[config.mk]
export PLATFORM = sky130hd
export DESIGN_NAME = tcc_timer_capcmp
export DESIGN_NICKNAME = d
export VERILOG_FILES = /design/src/rtl/tcc_timer_capcmp.v
export VERILOG_INCLUDE_DIRS = /design/src /design/src/rtl
export SDC_FILE = /design/constraint.sdc
export NUM_CORES = 1
export LEC_CHECK = 0
export BUFFER_PORTS_ARGS = -buffer_cell sky130_fd_sc_hd__buf_2
export CAP_MARGIN = 15
export CORE_ASPECT_RATIO = 1.5
export CORE_UTILIZATION = 50
export CTS_CLUSTER_SIZE = 12
export DETAILED_ROUTE_END_ITERATION = 8
export PLACE_DENSITY = 0.68
export SKIP_CTS_REPAIR_TIMING = 1
export SLEW_MARGIN = 20
export SYNTH_ARGS = -nofsm -noshare
export SYNTH_HDL_FRONTEND = slang
export SYNTH_SLANG_ARGS = --single-unit
[constraint.sdc]
create_clock -name sys_clk_in -period 11.3 [get_ports sys_clk_in]
set_input_delay 1.13 -clock sys_clk_in [delete_from_list [all_inputs] [get_ports sys_clk_in]]
set_output_delay 1.13 -clock sys_clk_in [all_outputs]
set_load 0.005 [all_outputs]
[src/rtl/tcc_defs.vh]
`ifndef TCC_DEFS_VH
`define TCC_DEFS_VH
// ----------------------------------------
// register indices (byte address = index * 4)
// ----------------------------------------
`define TCC_IDX_CH0_LO 8'hda
`define TCC_IDX_CH0_HI 8'hdb
`define TCC_IDX_CH1_LO 8'hdc
`define TCC_IDX_CH1_HI 8'hdd
`define TCC_IDX_CH2_LO 8'hde
`define TCC_IDX_CH2_HI 8'hdf
`define TCC_IDX_CTL1 8'he6
`define TCC_IDX_CTL2 8'he7
`define TCC_IDX_TMODE 8'he8
`define TCC_IDX_CNT_LO 8'he9
`define TCC_IDX_CNT_HI 8'hea
`define TCC_IDX_FLAGS 8'heb
`define TCC_IDX_STEP 8'h02
// ----------------------------------------
// control register fields
// ----------------------------------------
`define TCC_SRC_BIT 7
`define TCC_MASK_BIT 6
`define TCC_CMP_HI 5
`define TCC_CMP_LO 3
`define TCC_MODE_BIT 2
`define TCC_CAP_RISE 0
`define TCC_CAP_FALL 1
`define TCC_EDGE_RISE 2'h1
`define TCC_EDGE_FALL 2'h2
`define TCC_EDGE_BOTH 2'h3
`define TCC_CTL_RST 8'h40
`define TCC_BYTE_RST 8'h00
`define TCC_WORD_RST 16'h0000
`define TCC_WORD_ONE 16'h0001
// ----------------------------------------
// compare action codes
// ----------------------------------------
`define TCC_CMP_SET 3'h0
`define TCC_CMP_CLR 3'h1
`define TCC_CMP_TGL 3'h2
`define TCC_CMP_SET_UP 3'h3
`define TCC_CMP_CLR_UP 3'h4
`define TCC_CMP_CLR0_SET 3'h5
`define TCC_CMP_SET0_CLR 3'h6
`define TCC_CMP_DSM 3'h7
// ----------------------------------------
// counter modes and modulator rates
// ----------------------------------------
`define TCC_TM_STOP 2'h0
`define TCC_TM_FREE 2'h1
`define TCC_TM_MODULO 2'h2
`define TCC_TM_UPDOWN 2'h3
`define TCC_DSM_LAST8 3'h7
`define TCC_DSM_LAST4 3'h3
`define TCC_DIV_RST 3'h0
`define TCC_DIV_ONE 3'h1
`endif

[src/rtl/tcc_timer_capcmp.v]
// Behaviour
// RL1: channel 1 captures from pin when source bit 7 clear, radio event when set.
// RL2: channel 2 captures from radio event when its source bit set, else pin.
// RL3: channel 1 interrupt forwarded only while mask bit 6 set; resets to 1.
// RL4: channel 2 interrupt forwarded only while its mask bit 6 set; resets to 1.
// RL5: on compare match codes 000/001/010 set, clear, toggle the output.
// RL6: code 011 sets on up match, clears at zero or on down match.
// RL7: code 100 clears on up match, sets at zero or on down match.
// RL8: channel 1 code 101 clears on chan0 match, sets on chan1 match; 110 opposite.
// RL9: channel 2 code 101/110 likewise with chan2 value; code 111 unused.
// RL10: channel 1 code 111 enables modulator; mode bit picks timer/8 or timer/4.
// RL11: outside modulator mode, mode bit 2 selects capture (0) or compare (1).
// RL12: edge bits: 00 none, 01 rising, 10 falling, 11 both edges.
// RL13: modulator low bits: 00 both, 01 interpolator, 10 shaping, 11 neither.
// RL14: channel 1 value is high and low byte registers, both read/write.
// RL15: in modulator mode value is modulator data; two low bits ignored.
// RL16: channel 2 value high byte resets to zero and is read/write.
// RL17: channel flags set on their condition; writing 0 clears, writing 1 nothing.
// RL18: modulo counts zero to chan0 value; up/down counts up then back to zero.
// RL19: capture copies counter into the channel value and raises its condition.
`timescale 1ns/1ps
`include "tcc_defs.vh"
module tcc_timer_capcmp (
   input wire sys_clk_in,
   input wire arst_n_in,
   input wire wb_cyc_in,
   input wire wb_stb_in,
   input wire wb_we_in,
   input wire [9:0] wb_adr_in,
   input wire [3:0] wb_sel_in,
   input wire [31:0] wb_dat_in,
   output reg [31:0] wb_dat_out,
   output reg wb_ack_out,
   input wire [1:0] capture_pin_in,
   input wire radio_interrupt_event_in,
   output reg [1:0] channel_out,
   output reg irq_out
);
   // ----------------------------------------
   // bus slave
   // ----------------------------------------
   wire [7:0] idx = wb_adr_in[9:2];
   wire req = wb_cyc_in & wb_stb_in;
   // writes land at the edge where the master sees ack
   wire wr = req & wb_we_in & wb_ack_out & wb_sel_in[0];
   wire [7:0] wd = wb_dat_in[7:0];
   reg [7:0] rd_mux;
   // ----------------------------------------
   // register write strobes
   // ----------------------------------------
   wire wr_tmode = wr && (idx == `TCC_IDX_TMODE);
   wire wr_cnt = wr && (idx == `TCC_IDX_CNT_LO);
   wire wr_cc0_lo = wr && (idx == `TCC_IDX_CH0_LO);
   wire wr_cc0_hi = wr && (idx == `TCC_IDX_CH0_HI);
   wire wr_flags = wr && (idx == `TCC_IDX_FLAGS);
   // ----------------------------------------
   // counter and shared registers
   // ----------------------------------------
   reg [15:0] cnt_q;
   reg [15:0] cnt_d;
   reg down_q;
   reg down_d;
   reg [1:0] tmode_q;
   reg [15:0] cc0_q;
   reg [1:0] flag_q;
   wire [1:0] evt;
   wire [1:0] mask;
   wire [15:0] ctl_all;
   wire [31:0] val_all;
   wire run = (tmode_q != `TCC_TM_STOP);
   wire updown = (tmode_q == `TCC_TM_UPDOWN);
   wire zero_hit = run & (cnt_q == `TCC_WORD_RST);
   // codes 101/110: the channel's own hit outranks this one
   wire c0_hit = run & (cnt_q == cc0_q);
   always @* begin
      cnt_d = cnt_q;
      down_d = down_q;
      case (tmode_q)
         `TCC_TM_FREE: begin
            cnt_d = cnt_q + `TCC_WORD_ONE;
            down_d = 1'b0;
         end
         `TCC_TM_MODULO: begin
            if (cnt_q == cc0_q) begin
               cnt_d = `TCC_WORD_RST; // [RL18]
            end else begin
               cnt_d = cnt_q + `TCC_WORD_ONE;
            end
            down_d = 1'b0;
         end
         `TCC_TM_UPDOWN: begin
            // turn around at the top and at zero [RL18]
            if (!down_q) begin
               if (cnt_q == cc0_q) begin
                  // a zero top value parks the counter instead of wrapping below zero
                  if (cc0_q != `TCC_WORD_RST) begin
                     down_d = 1'b1;
                     cnt_d = cnt_q - `TCC_WORD_ONE;
                  end else begin
                     down_d = 1'b0;
                     cnt_d = cnt_q;
                  end
               end else begin
                  cnt_d = cnt_q + `TCC_WORD_ONE;
               end
            end else begin
               if (cnt_q == `TCC_WORD_RST) begin
                  down_d = 1'b0;
                  cnt_d = cnt_q + `TCC_WORD_ONE;
               end else begin
                  cnt_d = cnt_q - `TCC_WORD_ONE;
               end
            end
         end
         default: begin
            cnt_d = cnt_q;
            down_d = down_q;
         end
      endcase
   end
   always @(posedge sys_clk_in or negedge arst_n_in) begin
      if (!arst_n_in) begin
         cnt_q <= `TCC_WORD_RST;
         down_q <= 1'b0;
         tmode_q <= `TCC_TM_STOP;
         cc0_q <= `TCC_WORD_RST;
      end else begin
         // any write to the low count byte restarts from zero
         if (wr_cnt) begin
            cnt_q <= `TCC_WORD_RST;
            down_q <= 1'b0;
         end else begin
            cnt_q <= cnt_d;
            down_q <= down_d;
         end
         if (wr_tmode) begin
            tmode_q <= wd[1:0];
         end
         if (wr_cc0_lo) begin
            cc0_q[7:0] <= wd;
         end
         if (wr_cc0_hi) begin
            cc0_q[15:8] <= wd;
         end
      end
   end
   // ----------------------------------------
   // delta-sigma modulator (channel 1 only)
   // ----------------------------------------
   wire [7:0] ctl1 = ctl_all[7:0];
   wire dsm_on = (ctl1[`TCC_CMP_HI:`TCC_CMP_LO] == `TCC_CMP_DSM); // [RL10]
   wire dsm_fast = ctl1[`TCC_MODE_BIT];
   wire interp_en = ~ctl1[`TCC_CAP_FALL]; // [RL13]
   wire shape_en = ~ctl1[`TCC_CAP_RISE]; // [RL13]
   reg [2:0] div_q;
   reg [15:0] smp_cur_q;
   reg [15:0] smp_prev_q;
   reg [15:0] acc_q;
   reg raw_q;
   reg dsm_bit_q;
   wire upd = dsm_on & (div_q == (dsm_fast ? `TCC_DSM_LAST4 : `TCC_DSM_LAST8)); // [RL10]
   wire [16:0] avg_sum = {1'b0, smp_prev_q} + {1'b0, smp_cur_q};
   // interpolator trades one update of latency for half-size steps
   wire [15:0] dsm_in = interp_en ? avg_sum[16:1] : smp_cur_q;
   wire [16:0] acc_sum = {1'b0, acc_q} + {1'b0, dsm_in};
   wire [15:0] val1 = val_all[15:0];
   always @(posedge sys_clk_in or negedge arst_n_in) begin
      if (!arst_n_in) begin
         div_q <= `TCC_DIV_RST;
         smp_cur_q <= `TCC_WORD_RST;
         smp_prev_q <= `TCC_WORD_RST;
         acc_q <= `TCC_WORD_RST;
         raw_q <= 1'b0;
         dsm_bit_q <= 1'b0;
      end else if (!dsm_on) begin
         // leaving modulator mode restarts the accumulator from zero
         div_q <= `TCC_DIV_RST;
         acc_q <= `TCC_WORD_RST;
         raw_q <= 1'b0;
         dsm_bit_q <= 1'b0;
      end else begin
         if (upd) begin
            div_q <= `TCC_DIV_RST;
            smp_prev_q <= smp_cur_q;
            smp_cur_q <= {val1[15:2], 2'b00}; // [RL15]
         end else begin
            div_q <= div_q + `TCC_DIV_ONE;
         end
         // the accumulator carry is the raw modulator bit
         acc_q <= acc_sum[15:0];
         raw_q <= acc_sum[16];
         // shaping drops single-cycle pulses: output moves only on two equal bits
         if (!shape_en || raw_q == acc_sum[16]) begin
            dsm_bit_q <= acc_sum[16];
         end
      end
   end
   // ----------------------------------------
   // channels 1 and 2
   // ----------------------------------------
   genvar c;
   generate
      for (c = 0; c < 2; c = c + 1) begin : g_ch
         reg [7:0] ctl_q;
         reg [15:0] val_q;
         reg src_prev_q;
         wire [2:0] cmp = ctl_q[`TCC_CMP_HI:`TCC_CMP_LO];
         wire dsm_here = (c == 0) && dsm_on;
         wire cmp_mode = ctl_q[`TCC_MODE_BIT] & ~dsm_here; // [RL11]
         wire src = ctl_q[`TCC_SRC_BIT] ? radio_interrupt_event_in : capture_pin_in[c]; // [RL1] [RL2]
         wire rise = src & ~src_prev_q;
         wire fall = ~src & src_prev_q;
         // ----------------------------------------
         // capture edge decode
         // ----------------------------------------
         reg edge_hit;
         always @* begin
            case (ctl_q[`TCC_CAP_FALL:`TCC_CAP_RISE])
               `TCC_EDGE_RISE: edge_hit = rise; // [RL12]
               `TCC_EDGE_FALL: edge_hit = fall; // [RL12]
               `TCC_EDGE_BOTH: edge_hit = rise | fall; // [RL12]
               default: edge_hit = 1'b0;
            endcase
         end
         wire trig = ~cmp_mode & ~dsm_here & edge_hit;
         wire hit = run & (cnt_q == val_q);
         wire up_hit = hit & ~down_q;
         wire down_hit = hit & down_q;
         wire back_hit = updown ? down_hit : zero_hit;
         wire [31:0] lo_sum = `TCC_IDX_CH1_LO + c * `TCC_IDX_STEP;
         wire [31:0] hi_sum = `TCC_IDX_CH1_HI + c * `TCC_IDX_STEP;
         wire [31:0] ctl_sum = `TCC_IDX_CTL1 + c;
         // only the low byte of each sum is an index
         wire [7:0] lo_idx = lo_sum[7:0];
         wire [7:0] hi_idx = hi_sum[7:0];
         wire [7:0] ctl_idx = ctl_sum[7:0];
         assign evt[c] = trig | (cmp_mode & hit); // [RL19]
         assign mask[c] = ctl_q[`TCC_MASK_BIT];
         assign ctl_all[c*8 +: 8] = ctl_q;
         assign val_all[c*16 +: 16] = val_q;
         always @(posedge sys_clk_in or negedge arst_n_in) begin
            if (!arst_n_in) begin
               ctl_q <= `TCC_CTL_RST; // [RL3] [RL4]
               val_q <= `TCC_WORD_RST; // [RL16]
               src_prev_q <= 1'b0;
               channel_out[c] <= 1'b0;
            end else begin
               // edge history runs in every mode so a mode change cannot fake an edge
               src_prev_q <= src;
               if (wr && idx == ctl_idx) begin
                  ctl_q <= wd;
               end
               // a capture outranks a software write in the same cycle
               if (trig) begin
                  val_q <= cnt_q; // [RL19]
               end else begin
                  if (wr && idx == lo_idx) begin
                     val_q[7:0] <= wd; // [RL14]
                  end
                  if (wr && idx == hi_idx) begin
                     val_q[15:8] <= wd; // [RL14] [RL16]
                  end
               end
               if (dsm_here) begin
                  channel_out[c] <= dsm_bit_q; // [RL10]
               end else if (cmp_mode) begin
                  case (cmp)
                     `TCC_CMP_SET: begin
                        if (hit) begin
                           channel_out[c] <= 1'b1; // [RL5]
                        end
                     end
                     `TCC_CMP_CLR: begin
                        if (hit) begin
                           channel_out[c] <= 1'b0; // [RL5]
                        end
                     end
                     `TCC_CMP_TGL: begin
                        if (hit) begin
                           channel_out[c] <= ~channel_out[c]; // [RL5]
                        end
                     end
                     `TCC_CMP_SET_UP: begin
                        if (up_hit) begin
                           channel_out[c] <= 1'b1; // [RL6]
                        end else if (back_hit) begin
                           channel_out[c] <= 1'b0; // [RL6]
                        end
                     end
                     `TCC_CMP_CLR_UP: begin
                        if (up_hit) begin
                           channel_out[c] <= 1'b0; // [RL7]
                        end else if (back_hit) begin
                           channel_out[c] <= 1'b1; // [RL7]
                        end
                     end
                     `TCC_CMP_CLR0_SET: begin
                        if (hit) begin
                           channel_out[c] <= 1'b1; // [RL8] [RL9]
                        end else if (c0_hit) begin
                           channel_out[c] <= 1'b0; // [RL8] [RL9]
                        end
                     end
                     `TCC_CMP_SET0_CLR: begin
                        if (hit) begin
                           channel_out[c] <= 1'b0; // [RL8] [RL9]
                        end else if (c0_hit) begin
                           channel_out[c] <= 1'b1; // [RL8] [RL9]
                        end
                     end
                     // channel 2 has no modulator, so code 111 there only holds
                     default: begin
                        channel_out[c] <= channel_out[c]; // [RL9]
                     end
                  endcase
               end
            end
         end
      end
   endgenerate
   // ----------------------------------------
   // flags and interrupt
   // ----------------------------------------
   always @(posedge sys_clk_in or negedge arst_n_in) begin
      if (!arst_n_in) begin
         flag_q <= 2'b00;
         irq_out <= 1'b0;
      end else begin
         // writing 0 clears, a fresh event in the same cycle wins [RL17]
         if (wr_flags) begin
            flag_q <= (flag_q & wd[1:0]) | evt;
         end else begin
            flag_q <= flag_q | evt;
         end
         // irq lags the flag by a cycle so that it comes straight from a flop
         irq_out <= |(flag_q & mask); // [RL3] [RL4]
      end
   end
   // ----------------------------------------
   // read mux and ack
   // ----------------------------------------
   // unmapped indices read zero but are still acked
   always @* begin
      case (idx)
         `TCC_IDX_CH0_LO: rd_mux = cc0_q[7:0];
         `TCC_IDX_CH0_HI: rd_mux = cc0_q[15:8];
         `TCC_IDX_CH1_LO: rd_mux = val_all[7:0]; // [RL14]
         `TCC_IDX_CH1_HI: rd_mux = val_all[15:8]; // [RL14]
         `TCC_IDX_CH2_LO: rd_mux = val_all[23:16];
         `TCC_IDX_CH2_HI: rd_mux = val_all[31:24]; // [RL16]
         `TCC_IDX_CTL1: rd_mux = ctl_all[7:0];
         `TCC_IDX_CTL2: rd_mux = ctl_all[15:8];
         `TCC_IDX_TMODE: rd_mux = {6'h00, tmode_q};
         `TCC_IDX_CNT_LO: rd_mux = cnt_q[7:0];
         `TCC_IDX_CNT_HI: rd_mux = cnt_q[15:8];
         `TCC_IDX_FLAGS: rd_mux = {6'h00, flag_q};
         default: rd_mux = `TCC_BYTE_RST;
      endcase
   end
   always @(posedge sys_clk_in or negedge arst_n_in) begin
      if (!arst_n_in) begin
         wb_ack_out <= 1'b0;
         wb_dat_out <= 32'h00000000;
      end else begin
         wb_ack_out <= req & ~wb_ack_out;
         if (req && !wb_ack_out) begin
            wb_dat_out <= {24'h000000, rd_mux};
         end
      end
   end
endmodule // tcc_timer_capcmp

==> After elaboration in Yosys (flattened, before gate mapping) <==
Cells that the tools add are included.
{ "word_totals": {"reg_bits": 148, "in_bits": 54, "word_cells": 221} }
{ "classes": {"n_addsub": 5, "n_eq_ne": 55, "n_mux": 59, "n_bitwise": 43, "n_reduce_logical": 34} }
{ "ops": {"columns": ["op", "n"], "rows": [
  ["$mux W16", 10],
  ["$eq A8 B8 Y1 const B", 12],
  ["$pmux W8 S12", 1],
  ["$eq A16 B16 Y1", 3],
  ["$pmux W16 S3", 1],
  ["$add A16 B16 Y17", 2],
  ["$mux W1", 34],
  ["$mux W8", 4],
  ["$and A1 B1 Y1", 24],
  ["$eq A3 B3 Y1 const B", 7],
  ["$ne A3 B3 Y1 const B", 7],
  ["$reduce_and A9 Y1", 2],
  ["$add A16 B1 Y16 const B", 1],
  ["$logic_not A16 Y1", 1],
  ["$ne A4 B4 Y1 const B", 4],
  ["$reduce_bool A16 Y1", 1],
  ["$sub A16 B1 Y16 const B", 1],
  ["$pmux W1 S7", 2],
  ["$eq A2 B2 Y1 const B", 6],
  ["$eq A3 B2 Y1 const B", 4],
  ["$logic_and A1 B1 Y1", 12],
  ["$reduce_bool A2 Y1", 6],
  ["$not A1 Y1", 11],
  ["$mux W3", 3],
  ["other kinds (23)", 37]
]} }

==> Longest topological paths before layout <==
{ "logic_depth": {"depth_word": 9, "depth_mapped": 16} }

==> Worst setup path after synthesis <==
No wires, ideal clock.
{ "synth_path": {"kind": "register to register", "start": "register smp_cur_q[2]", "end": "register acc_q[15]", "setup_ns": 0.133, "t_arrival_ns": 3.412, "t_required_ns": 11.167, "setup_slack_ns": 7.755, "path_stages_with_launch": 16, "n_path_buf": 0, "period_less_slack_ns": 3.545, "cell_sequence": "dfrtp_1 -> ha_1 -> fa_1 -> a21o_1 -> a21oi_1 -> o21bai_1 -> a21oi_1 -> xor2_1 -> o21ai_0 -> ha_1 -> or3_1 -> nor3_1 -> o41ai_2 -> a2111oi_0 -> or3_1 -> a21oi_1"} }
{ "synth_via": {"elab_chain_len": 4} }
{ "synth_rtl": {"columns": ["element", "line_no", "source"], "rows": [
  ["from (decl)", "tcc_timer_capcmp.v:156", "reg [15:0] smp_cur_q;"],
  ["from (signal assigned)", "tcc_timer_capcmp.v:170", "smp_cur_q <= `TCC_WORD_RST;"],
  ["from (signal assigned)", "tcc_timer_capcmp.v:185", "smp_cur_q <= {val1[15:2], 2'b00};"],
  ["$add A16 B16 Y17", "tcc_timer_capcmp.v:162", "wire [16:0] avg_sum = {1'b0, smp_prev_q} + {1'b0, smp_cur_q};"],
  ["$mux W16 *", "tcc_timer_capcmp.v:164", "wire [15:0] dsm_in = interp_en ? avg_sum[16:1] : smp_cur_q;"],
  ["$add A16 B16 Y17 *", "tcc_timer_capcmp.v:165", "wire [16:0] acc_sum = {1'b0, acc_q} + {1'b0, dsm_in};"],
  ["$mux W16 *", "tcc_timer_capcmp.v:175", "end else if (!dsm_on) begin"],
  ["to (signal assigned)", "tcc_timer_capcmp.v:172", "acc_q <= `TCC_WORD_RST;"],
  ["to (signal assigned)", "tcc_timer_capcmp.v:178", "acc_q <= `TCC_WORD_RST;"],
  ["to (signal assigned)", "tcc_timer_capcmp.v:190", "acc_q <= acc_sum[15:0];"],
  ["to (decl)", "tcc_timer_capcmp.v:158", "reg [15:0] acc_q;"]
]} }
Mark *: on every way between the ends. The rest lies on a longest branch, timed or not.
A chain may end at the register's enable or synchronous reset.

==> Final worst setup path <==
{ "layout_path": {"start": "register smp_cur_q[2]", "end": "register dsm_bit_q"} }
{ "layout_via": {"elab_chain_len": 6, "word_cells_on_any_way": 8, "classes_between": "add/sub: 2; eq/ne: 2; mux: 3; reduce/logical: 1"} }
{ "layout_rtl": {"columns": ["element", "line_no", "source"], "rows": [
  ["$add A16 B16 Y17", "tcc_timer_capcmp.v:162", null],
  ["$mux W16 *", "tcc_timer_capcmp.v:164", null],
  ["$add A16 B16 Y17 *", "tcc_timer_capcmp.v:165", null],
  ["$eq A1 B1 Y1", "tcc_timer_capcmp.v:193", "if (!shape_en || raw_q == acc_sum[16]) begin"],
  ["$logic_or A1 B1 Y1", "tcc_timer_capcmp.v:193", null],
  ["$ne A2 B1 Y1 (no source line)", null, null],
  ["to (signal assigned)", "tcc_timer_capcmp.v:194", "dsm_bit_q <= acc_sum[16];"],
  ["to (decl)", "tcc_timer_capcmp.v:160", "reg dsm_bit_q;"]
]} }
Mark *: on every way between the ends. The rest lies on a longest branch, timed or not. The select of a mux whose other input is x is not followed.

==> out/summary.txt <==
remaining antenna violation count = 0
Finished Core Util = 55.6%
crit share post-route = 39.9%
HP Class = flop to flop
DP HPWL = 21.1 mm
CTS Sinks = 147
commonest non-fill, non-tap cell in the layout = dfrtp_1
Cells after DPL = 1294
Crit. End Element = flop
Syn Inst Count = 1048
Tmin final = 4510 ps
Fmax = 0.222 GHz
Pwr Density = 110 nW/um^2
PortBufs = 36
CTS tree = done
largest net degree at the start of global routing = 90
P&R area growth vs syn = 8.14%
worst vdd rail ir drop = 91.0 uV
CP Class = flop to flop
Worst EP arrival = 4840 ps
Post-synth EDFFs = 0
FF+latch count, synth = 147
total CTS buffers = 17
data required time at the worst endpoint = 11630 ps
Rows = 62
Die Wd = 117 um
Clock Pin Slew Worst Setup and Hold Paths = 60 ps
Clock Tree Buf Depth = 2
Vias/cell = 6.18
clk root buf = clkbuf_16
outcome = finished, final reports clean
Worst Tran Pin Value = 1040 ps
global-route wire length before repair = 44.3 mm
RSZ-0062 raised after global routing = no
global route overflow = 0
die extent in y = 174 um
layout cells sized above 1 = 16.3%
initial DRC count = 724
PnR worst setup slack = 6790 ps
core area = 19200 um^2
FILL cells = 1772
clock skew = 9.81 ps
commonest non-fill, non-tap cells in the layout = 145 x dfrtp_1, 106 x nand2_1, 80 x o21ai_0, 65 x mux2_2, 59 x xnor2_1
top fanout value on the critical path = 4
Mapped Area = 9890 um^2
gr usage total = 29.3%
YS warnings = 0
clock insertion delay at the later pin of the skew report = 430 ps
Nets = 1155
H-tree depth = 4
Rel. slew slack = 29.9%
Synth Flop Type = dfrtp_1
number of global-route vias before repair = 8115
IO Pins = 90
Die ar. = 20400 um^2
final cell count without fillers = 1327
initial antenna violation count = 1
crit path launch type = flop
drt drc = 0
hold slack = 456 ps
Post-synth ARST share = 100%
Mean Syn Cell Area = 9.44 um^2
TNS Setup = 0 ps
Routed WL per cell = 21.5 um
final hold violations = 0
Placement Setup Slack = 6880 ps
Slew Viols, Final = 0
final WL = 28.5 mm
maxcap violations = 0
total power = 1.18 mW
multi-input logic area = 5740 um^2
Synth cell types = 83
Placed Area = 10100 um^2
register area = 3680 um^2
Leakage = 4.66 nW
Final Cell Area = 10700 um^2
sequential area share after synthesis = 37.2%
endpoints failing setup = 0
Vias = 8198
drt first pass iters = 5
Initial Util = 51.4%
GP Congestion = 0.965
[path summary, 6_finish.rpt]
check | startpoint | endpoint | slack, ps | cells past startpoint
min in group asynchronous | arst_n_in | acc_q[15]$_DFF_PN0_ | 750 | 1
hold reg to reg | div_q[0]$_DFF_PN0_ | div_q[0]$_DFF_PN0_ | 460 | 1
hold / removal | div_q[0]$_DFF_PN0_ | div_q[0]$_DFF_PN0_ | 460 | 1
setup / recovery | smp_cur_q[2]$_DFFE_PN0P_ | dsm_bit_q$_DFFE_PN0P_ | 6790 | 15
setup reg to reg | smp_cur_q[2]$_DFFE_PN0P_ | dsm_bit_q$_DFFE_PN0P_ | 6790 | 15
max in group asynchronous | arst_n_in | wb_dat_out[6]$_DFFE_PN0P_ | 9260 | 2
[layout make-up]
cell class              instances  area share (%)
diodes                          1          0.0234
clock buffers                  21            4.31
clock inverters                11           0.960
inverters                      32            1.12
multi-input cells             813            53.7
flip-flops and latches        147            34.4
well taps                     256            3.00
repair buffers                 46            2.45
[synthesized netlist by cell type, types with 13 or more instances]
cell type | n | area share, %
dfrtp_1 | 145 | 37
nand2_1 | 107 | 4.1
o21ai_0 | 80 | 4.0
mux2_2 | 65 | 7.4
xnor2_1 | 59 | 5.2
nor2_1 | 56 | 2.1
a21oi_1 | 42 | 2.1
ha_1 | 42 | 5.3
mux2i_1 | 37 | 3.7
clkbuf_1 | 33 | 1.3
inv_1 | 32 | 1.2
nor3_1 | 31 | 1.6
buf_4 | 29 | 2.2
nand3_1 | 21 | 1.1
xor2_1 | 18 | 1.6
nand4_1 | 17 | 1.1
a22oi_1 | 16 | 1.2
buf_2 | 13 | 0.66
o22ai_1 | 13 | 0.82
[state kept, by name (all words and copies together) (netlist names), 3 cells and up]
name        cells
smp_prev_q     14
cc0_q          16
div_q           3
g_ch.val_q     32
g_ch.ctl_q      8
ctl1            8
cnt_q          16
acc_q          15
wb_dat_out      8
smp_cur_q      14
[logic make-up after synthesis]
| group | share of synthesized area [%] |
|---|---|
| flops | 37.2 |
| other cells | 0.0379 |
| buf+inv | 5.71 |
| fa+ha+maj | 5.72 |
| compound gates | 16.6 |
| mux | 11.6 |
| simple gates | 16.3 |
| xor+xnor | 6.82 |
[where the power goes]
part / internal [mW] / switching (mW)
logic: 0.0267 / 0.0575
clock network: 0.315 / 0.228
registers: 0.533 / 0.0198
[per-layer routing]
layer  GRT usage, %  share of wire (%)
met5              0                  0
met4           18.6                6.1
met3           4.85                5.1
met2           49.5                 51
met1           33.9                 38
[critical path, cell delays in order (launching register included)]
cell and delay (ps):
dfrtp_1 410, ha_1 250, fa_1 410, a21o_1 200, a21oi_1 290, o211ai_1 240, a21o_1 230, a21oi_1 160
xor2_1 150, o21ai_0 140, ha_1 410, nand3_1 90, o31a_1 280, o31ai_1 770, o32ai_1 210, a21oi_1 160
(Power assumes the default switching activity.)
